===== src/hdl/bsam_map.svh =====
// Purpose: Constants for the boot section address map
// Assumes: Word addresses, pointer is a byte address
// Notes: Two variants, selected by a top parameter
`ifndef BSAM_MAP_SVH
`define BSAM_MAP_SVH

`define BSAM_SMALL_PC_W 12
`define BSAM_LARGE_PC_W 13
`define BSAM_SMALL_PAGE_W 5
`define BSAM_LARGE_PAGE_W 6
`define BSAM_SMALL_HALT_START 13'h0c00
`define BSAM_LARGE_HALT_START 13'h1c00
`define BSAM_BOOT_WORDS_11 13'h0080
`define BSAM_BOOT_WORDS_10 13'h0100
`define BSAM_BOOT_WORDS_01 13'h0200
`define BSAM_BOOT_WORDS_00 13'h0400
`define BSAM_PTR_W 16
`define BSAM_BOOT_SIZE_RESET 2'h0

`endif


===== src/hdl/bsam_pkg.sv =====
// Purpose: Types for the boot section address map
// Assumes: Nothing beyond the map header
// Notes: Command kinds presented by the CPU
package bsam_pkg;
   typedef enum logic [1:0] {
      BSAM_CMD_NONE,
      BSAM_CMD_FILL,
      BSAM_CMD_ERASE,
      BSAM_CMD_WRITE
   } bsam_cmd_e;
   typedef enum {
      BSAM_IDLE,
      BSAM_BUSY
   } bsam_state_e;
endpackage


===== src/hdl/bsam_sect_if.sv =====
// Purpose: Carries a decoded word address between blocks
// Assumes: Single clock
// Notes: Decoder drives, top reads
interface bsam_sect_if;
   logic [12:0] word_addr;
   logic in_boot;
   logic in_halt;
   logic [12:0] boot_start;
   modport decoder (output word_addr, output in_boot, output in_halt,
      output boot_start);
   modport user (input word_addr, input in_boot, input in_halt,
      input boot_start);
endinterface


===== src/hdl/bsam_top.sv =====
// Purpose: Address map for flash self-programming
// Assumes: CPU gives pointer and command on the same clock
// Notes: Fuse lines pass two flops; every output is registered
// Function
// - Small variant counter is 12 bits
// - Large variant counter is 13 bits
// - Small boot size selects section start
// - Large boot size selects section start
// - Small readable and halting sections fixed
// - Large readable and halting sections fixed
// - Small page is 32 words
// - Large page is 64 words
// - Pointer bit n+1 maps to counter n
// - Page number from upper pointer field
// - Buffer word from low pointer field
// - Upper pointer bits ignored
// - Pointer bit zero selects read byte
// - Busy readable section blocks its reads
// - Halting section write stalls the CPU
`include "bsam_map.svh"
module bsam_top #(
   parameter bit LARGE = 1'b0
) (
   input wire logic clk,
   input wire logic rst_n,
   input wire logic [1:0] boot_size_fuse,
   input wire logic [15:0] pointer,
   input wire bsam_pkg::bsam_cmd_e cmd,
   input wire logic cmd_valid,
   input wire logic prog_done,
   input wire logic section_reenable,
   input wire logic page_load,
   input wire logic read_req,
   output logic [12:0] prog_word_addr,
   output logic [6:0] page_number_field,
   output logic [5:0] within_page_word_field,
   output logic [12:0] read_word_addr,
   output logic read_byte_hi,
   output logic read_blocked,
   output logic cpu_stall,
   output logic section_busy_flag,
   output logic [12:0] boot_start,
   output logic [1:0] boot_size_q
);
   localparam int PC_W = LARGE ? `BSAM_LARGE_PC_W : `BSAM_SMALL_PC_W;
   localparam int PAGE_W = LARGE ? `BSAM_LARGE_PAGE_W : `BSAM_SMALL_PAGE_W;
   localparam int counter_top_bit = PC_W - 1;
   localparam int page_word_top_bit = PAGE_W - 1;
   localparam int pointer_counter_top_bit = counter_top_bit + 1;
   localparam int pointer_page_word_top_bit = page_word_top_bit + 1;

   // Page field ports are fixed at seven bits
   if (PC_W - PAGE_W != 7) begin : g_bad_width
      $error("bsam_top: page field must be 7 bits");
   end

   logic [12:0] ptr_word;
   logic [12:0] rd_word;
   logic [1:0] boot_size_d;
   logic boot_taken_q;
   logic boot_taken_d;
   logic [1:0] fuse_meta_q;
   logic [1:0] fuse_sync_q;
   bsam_pkg::bsam_state_e state_q;
   bsam_pkg::bsam_state_e state_d;
   logic halt_op_q;
   logic halt_op_d;
   logic busy_q;
   logic busy_d;
   logic [12:0] prog_word_d;
   logic [6:0] page_d;
   logic [5:0] word_d;
   logic [12:0] read_word_d;
   logic read_hi_d;
   logic read_blocked_d;
   logic stall_d;

   bsam_sect_if prog_sect();
   bsam_sect_if read_sect();

   // Pointer bit n+1 to counter bit n, upper bits dropped
   always_comb begin
      ptr_word = '0;
      ptr_word[counter_top_bit:0] =
         pointer[pointer_counter_top_bit:1];
      rd_word = ptr_word;
   end

   bsam_decode #(.LARGE(LARGE)) u_prog_dec (
      .word_addr(ptr_word),
      .boot_size_select(boot_size_q),
      .sect(prog_sect)
   );

   bsam_decode #(.LARGE(LARGE)) u_read_dec (
      .word_addr(rd_word),
      .boot_size_select(boot_size_q),
      .sect(read_sect)
   );

   // Fuse lines come from outside the clock domain
   always_ff @(posedge clk) begin
      fuse_meta_q <= boot_size_fuse;
      fuse_sync_q <= fuse_meta_q;
   end

   // Fuse captured once after reset release
   always_comb begin
      boot_taken_d = 1'b1;
      boot_size_d = boot_taken_q ? boot_size_q : fuse_sync_q;
   end

   always_ff @(posedge clk) begin
      if (!rst_n) begin
         boot_taken_q <= 1'b0;
         boot_size_q <= `BSAM_BOOT_SIZE_RESET;
      end else begin
         boot_taken_q <= boot_taken_d;
         boot_size_q <= boot_size_d;
      end
   end

   // Programming sequence and section busy tracking
   always_comb begin
      state_d = state_q;
      halt_op_d = halt_op_q;
      busy_d = busy_q;
      if (page_load || (section_reenable && state_q == bsam_pkg::BSAM_IDLE))
         busy_d = 1'b0;
      unique case (state_q)
         bsam_pkg::BSAM_IDLE: begin
            if (cmd_valid && boot_taken_q &&
                  (cmd == bsam_pkg::BSAM_CMD_ERASE ||
                   cmd == bsam_pkg::BSAM_CMD_WRITE)) begin
               state_d = bsam_pkg::BSAM_BUSY;
               halt_op_d = prog_sect.in_halt;
               if (!prog_sect.in_halt)
                  busy_d = 1'b1;
            end
         end
         bsam_pkg::BSAM_BUSY: begin
            if (prog_done) begin
               state_d = bsam_pkg::BSAM_IDLE;
               halt_op_d = 1'b0;
            end
         end
      endcase
   end

   always_ff @(posedge clk) begin
      if (!rst_n) begin
         state_q <= bsam_pkg::BSAM_IDLE;
         halt_op_q <= 1'b0;
         busy_q <= 1'b0;
      end else begin
         state_q <= state_d;
         halt_op_q <= halt_op_d;
         busy_q <= busy_d;
      end
   end

   // Address fields registered for the flash array
   always_comb begin
      prog_word_d = prog_word_addr;
      page_d = page_number_field;
      word_d = within_page_word_field;
      if (cmd_valid && state_q == bsam_pkg::BSAM_IDLE) begin
         prog_word_d = ptr_word;
         // Page from pointer upper field
         page_d = ptr_word[counter_top_bit:page_word_top_bit + 1];
         word_d = '0;
         // Buffer word from low field
         if (cmd == bsam_pkg::BSAM_CMD_FILL)
            word_d[page_word_top_bit:0] =
               pointer[pointer_page_word_top_bit:1];
      end
   end

   // Read path: byte select and blocking
   always_comb begin
      read_word_d = read_word_addr;
      read_hi_d = read_byte_hi;
      read_blocked_d = 1'b0;
      if (read_req) begin
         read_word_d = rd_word;
         read_hi_d = pointer[0];
         read_blocked_d = busy_d && !read_sect.in_halt;
      end
      // Stall for halting section operation
      stall_d = state_d == bsam_pkg::BSAM_BUSY && halt_op_d;
   end

   always_ff @(posedge clk) begin
      if (!rst_n) begin
         prog_word_addr <= '0;
         page_number_field <= '0;
         within_page_word_field <= '0;
         read_word_addr <= '0;
         read_byte_hi <= 1'b0;
         read_blocked <= 1'b0;
         cpu_stall <= 1'b0;
         section_busy_flag <= 1'b0;
         boot_start <= '0;
      end else begin
         prog_word_addr <= prog_word_d;
         page_number_field <= page_d;
         within_page_word_field <= word_d;
         read_word_addr <= read_word_d;
         read_byte_hi <= read_hi_d;
         read_blocked <= read_blocked_d;
         cpu_stall <= stall_d;
         section_busy_flag <= busy_d;
         boot_start <= read_sect.boot_start;
      end
   end
endmodule


===== src/hdl/bsam_decode.sv =====
// Purpose: Combinational section decode of one word address
// Assumes: Boot size field already held stable
// Notes: Address is zero-extended to 13 bits in the small variant
`include "bsam_map.svh"
module bsam_decode #(
   parameter bit LARGE = 1'b0
) (
   input wire logic [12:0] word_addr,
   input wire logic [1:0] boot_size_select,
   bsam_sect_if.decoder sect
);
   localparam logic [12:0] TOP_END = LARGE ? 13'h1fff : 13'h0fff;
   localparam logic [12:0] HALT_START = LARGE ?
      `BSAM_LARGE_HALT_START : `BSAM_SMALL_HALT_START;
   logic [12:0] boot_words;

   always_comb begin
      unique case (boot_size_select)
         2'h3: boot_words = `BSAM_BOOT_WORDS_11;
         2'h2: boot_words = `BSAM_BOOT_WORDS_10;
         2'h1: boot_words = `BSAM_BOOT_WORDS_01;
         2'h0: boot_words = `BSAM_BOOT_WORDS_00;
      endcase
   end

   // Boot section sits at top of flash
   assign sect.boot_start = TOP_END - boot_words + 13'h0001;
   assign sect.word_addr = word_addr;
   assign sect.in_boot = word_addr >= sect.boot_start;
   // Fixed split, independent of boot size
   assign sect.in_halt = word_addr >= HALT_START;
endmodule


===== config.mk =====
export PLATFORM = sky130hd
export DESIGN_NAME = bsam_top
export DESIGN_NICKNAME = d
export VERILOG_FILES = /design/src/hdl/bsam_pkg.sv /design/src/hdl/bsam_sect_if.sv /design/src/hdl/bsam_top.sv /design/src/hdl/bsam_decode.sv
export VERILOG_INCLUDE_DIRS = /design/src /design/src/hdl
export SDC_FILE = /design/constraint.sdc
export NUM_CORES = 1
export LEC_CHECK = 0
export BUFFER_PORTS_ARGS = -buffer_cell sky130_fd_sc_hd__clkbuf_2
export CAP_MARGIN = 20
export CORE_AREA = 2 2 84 86
export DETAILED_ROUTE_END_ITERATION = 12
export DIE_AREA = 0 0 86 88
export PLACE_DENSITY = 0.84
export REMOVE_ABC_BUFFERS = 1
export SETUP_SLACK_MARGIN = 0.2
export SLEW_MARGIN = 20
export SYNTH_ARGS = -nofsm -noshare
export SYNTH_HDL_FRONTEND = slang
export SYNTH_HIERARCHICAL = 1
export SYNTH_SLANG_ARGS = --single-unit

===== constraint.sdc =====
create_clock -name clk -period 2.5 [get_ports clk]
set_input_delay 0.125 -clock clk [delete_from_list [all_inputs] [get_ports clk]]
set_output_delay 0.125 -clock clk [all_outputs]
set_load 0.005 [all_outputs]

Word level (Yosys, flattened, before mapping)
Cells that the tools add are included.
- bits in registers: 93
- input port bits: 27
- output and inout port bits: 58
- logic and storage cells: 52
- $add $sub $neg: 2
- $lt $le $gt $ge: 1
- eq/ne operators: 8
- mux-type cells: 13
- reductions and logical operators: 13
- operator list (cell ; number):
    $logic_not 32->1 ; 2
    $mux 32 ; 2
    $pmux 32 s2 ; 1
    $pmux 13 s4 ; 1
    $eq 32x1->1 const B ; 1
    $eq 32x2->1 const B ; 1
    $add 13x1->13 const B ; 1
    $sub 12x13->13 const A ; 1
    $ge 12x12->1 const B ; 1
    $eq 2x2->1 const B ; 4
    $mux 1 ; 7
    $logic_and 1x1->1 ; 6
    $mux 5 ; 1
    $eq 2x1->1 const B ; 2
    $logic_not 2->1 ; 1
    $logic_or 1x1->1 ; 2
    $pmux 1 s2 ; 1
    $reduce_and 2->1 ; 1
    $logic_not 1->1 ; 1

Longest topological paths before layout
- depth after elaboration: 8
- gate-level depth with buffers: 6
- gate-level depth less buffers: 5

By module
Netlist, hierarchy kept.
- modules (own cells, without submodules) (module ; instances ; cells an instance ; area each (um2) ; sequential area each (um2)):
    bsam_top ; 1 ; 281 ; 3044.2 ; 1721.7
    bsam_decode ; 2 ; 49 ; 354.1 ; 0.0

Least setup slack after synthesis
Ideal clock, no wire load.
- path type: register to register
- start point: reg state_q[16]
- end point: reg within_page_word_field[0]
- setup time: 72 ps
- data arrival time: 1527 ps
- required time: 2428 ps
- path slack: 902 ps
- cell stages (with the launch flop): 7
- buffers on the path: 2
- period minus slack after synthesis: 1598 ps
- cells stage by stage: dfxtp_1 > nor4_1 > and4_2 > and4_4 > buf_12 > buf_12 > mux2i_1
- cells in the longest elaborated chain, start to end: 2
- RTL lines (element ; line ; source):
    from (decl) ; bsam_top.sv:64 ; bsam_pkg::bsam_state_e state_q;
    from (signal assigned) ; bsam_top.sv:152 ; state_q <= bsam_pkg::BSAM_IDLE;
    from (signal assigned) ; bsam_top.sv:156 ; state_q <= state_d;
    $logic_not 32->1 ; bsam_top.sv:167 ; if (cmd_valid && state_q == bsam_pkg::BSAM_IDLE) begin
    $logic_and 1x1->1 ; bsam_top.sv:167 ;
    to (signal assigned) ; bsam_top.sv:207 ; within_page_word_field <= word_d;
    to (decl) ; bsam_top.sv:36 ; output logic [5:0] within_page_word_field,
Every way passes these cells.
A chain may end at the register's enable or synchronous reset.

Worst setup path after layout
- start point: reg state_q[16]
- end point: reg state_q[21]
- cells in the longest elaborated chain, start to end: 2
- elaborated cells between the ends (all ways): 3
- classes of those cells: eq/ne: 1; mux: 1; reduce/logical: 1
- RTL lines (element ; line ; source):
    $eq 32x1->1 / $logic_not 32->1 (equally long branches) ; bsam_top.sv:130 ; unique case (state_q)
    $pmux 32 s2 (*) ; bsam_top.sv:130 ;
Every way passes the cells marked *; elsewhere a longest branch is shown, timed or not.

==> reports/results.ini <==
[status]
outcome = completed

[worst_setup_path]
rr_worst_depth = 5
endpoint = state_q[21]
path_delay_family = simple AND/OR/NAND/NOR gates
rr_endpoint = state_q[21]
startpoint = state_q[16]
end_kind = flip-flop
crit_slowest_cell = o31ai_4
path_class = reg2reg
cp_max_fo = 19
regToRegSetupSlack_ps = 540
r2r_start = state_q[16]
crit_cells = 5
cpPeakStageDelay_ps = 460
critPathRequiredTime_ps = 2780
worst-path-buf-inv = 1
cp_cell_sequence = nor4_1 -> nand4_1 -> o31ai_4 -> buf_4 -> and3_1
crit_path_start_kind = flip-flop
crit_arrival_ps = 2240

[detailed_routing]
routed-wl-met3_um = 361
drt-met1-wl_um = 2658
drt_iter0_markers = 100
drt-pass1-iter-count = 4
via_count = 2216
postRouteAntennaNets = 0
finalWirelength_um = 5793
wl_per_cell_um = 12.82
wl_met2_um = 2744
routed_via_density = 4.903
drc_errors = 0
topRoutingLayerUsed = met4

[clock_network]
cts-resized-gates = 0
post_cts_buffers = 0
clk_latency_ps = 340
cts_root_buffer = clkbuf_8
cts_buffers = 9
cts.path.max_buffers = 2
cts_tree = built
htreeDepth = 3
cts.sink_count = 86
path_clk_slew_ps = 80

[synth]
syn_area_um2 = 3172
syn_area_per_cell_um2 = 10.54
syn_inst = 301
ys_warn_count = 6

[sta]
max_freq_ghz = 0.5091
tightestPinTransition_ps = 670.5
fin_skew_ps = 5.374
hold_viol = 0
report.final.slew_viol_count = 0
maxSlewHeadroom_pct = 55.30
post-route-period-util_pct = 78.56
period_minus_slack_ps = 1964
rsz0062_at_grt = false
setup_viol = 0
setup_tns_ps = 0

[power]
switching_share_pct = 21.42
switching_power_mw = 0.5735
combPwrFrac_pct = 7.8
seqPwrFrac_pct = 53.8
power_density_nw_per_um2 = 722.7
p_leak_nw = 1.855
peakVddDrop_uv = 605.3
clkPwrFrac_pct = 38.4
p_int_mw = 2.104
total_power_mw = 2.678

[grt]
grt_pass1_wl_um = 9315
globalRouteOverflowTotal = 0
antenna_found_initial = 0
grt_max_degree = 60
grt_usage_pct = 15.66
grt_pass1_vias = 2107

[die]
io_pins = 85
rows = 30
core_area_um2 = 6644
start_util_pct = 47.74
fp.dieW_um = 86
dieArea_um2 = 7568
fp.dieH_um = 88

[final_layout]
final_core_util_pct = 55.76
diodes = 0
fillers = 556
area_growth_pct = 16.80
layout.nets = 396
drive_gt1_share_pct = 26.88

[placement]
port_buffers = 78
hpwl_um = 3926
gp_congestion = 0.7119

[flow_run]
max_cap_violations = 0

[hold_path]
hp-class = in2reg

==> worst min-delay path by stage <==
| stage | start | end | slack, ps | cells past startpoint |
|---|---|---|---|---|
| 6_report | pointer[7] | page_number_field[1] | 30 | 3 |
| 5_1_grt | pointer[8] | page_number_field[2] | 20 | 3 |
| 4_1_cts | pointer[9] | page_number_field[3] | 6 | 3 |
| 3_5_place_dp | boot_size_fuse[0] | fuse_meta_q[0] | 230 | 1 |
| 3_3_place_gp | boot_size_fuse[1] | fuse_meta_q[1] | 230 | 1 |
| 2_1_floorplan | rst_n | boot_taken_q | 150 | 0 |
==> layout make-up <==
class                      count  area, um^2  share of cell area (%)
sequential                    86        1722                   46.47
tap                           80       100.1                   2.702
inverter                       5       18.77                  0.5066
clock inverter                 3       68.82                   1.857
clock buffer                  12       145.1                   3.918
timing repair buffer          83       447.9                   12.09
multi-input combinational    183        1202                   32.46
==> repair_timing <==
action | CTS | global route
endpoints found under the hold margin | 3 | 0
endpoints found under the setup margin | 0 | 0
hold buffers | 3 | 0
==> power by group through the flow <==
stage | logic [mW] | registers (mW) | clock network (mW)
final | 0.208 | 1.44 | 1.03
after global routing | 0.233 | 1.45 | 1.12
after CTS | 0.208 | 1.44 | 1.07
after detailed placement | 0.203 | 1.47 | 0
after global placement | 0.199 | 1.47 | 0
after floorplan | 0.0849 | 1.48 | 0
==> state kept, by name, summed over array words and instances (netlist names) <==
signal,flops
read_blocked,1
read_word_addr,12
fuse_meta_q,2
state_q,32
section_busy_flag,1
boot_size_q,2
boot_taken_q,1
boot_start,13
cpu_stall,1
within_page_word_field,5
prog_word_addr,5
halt_op_q,1
fuse_sync_q,2
page_number_field,7
read_byte_hi,1
==> worst min-delay path, stage by stage <==
cell and delay, ps:
clkbuf_2 90, nand2_1 50, mux2i_1 50
==> cell usage in the layout (no fill, tap or decap), types with 2 or more instances in the layout <==
cell type	instances
dfxtp_1	86
clkbuf_2	78
nand2_1	33
mux2i_1	33
and3_1	32
nor2b_1	16
conb_1	14
and2_1	13
nand3_1	11
clkbuf_8	10
nor4_2	4
inv_1	4
nor4_1	3
dlygate4sd3_1	3
nor3_1	2
nand4_1	2
nand2b_1	2
nor2_1	2
clkbuf_1	2
bufinv_16	2
a21o_1	2
==> stage by stage <==
step                hold slack (ps)  instance area (um^2)  cells  worst slack, ps
floorplan                     152.7                  2943    274            827.0
global placement              227.2                  3461    434            605.2
detailed placement            229.9                  3461    434            526.6
CTS                           6.447                  3705    452            551.2
global route                  22.79                  3705    452            320.9
finish                        28.63                  3705    452            535.9
==> routing by layer <==
metal	up-vias	GRT usage (%)
met2	68	26.15
li1	1120	-
met1	1024	19.06
met4	0	4.473
met5	-	0
met3	4	5.749
(Power assumes the default switching activity.)
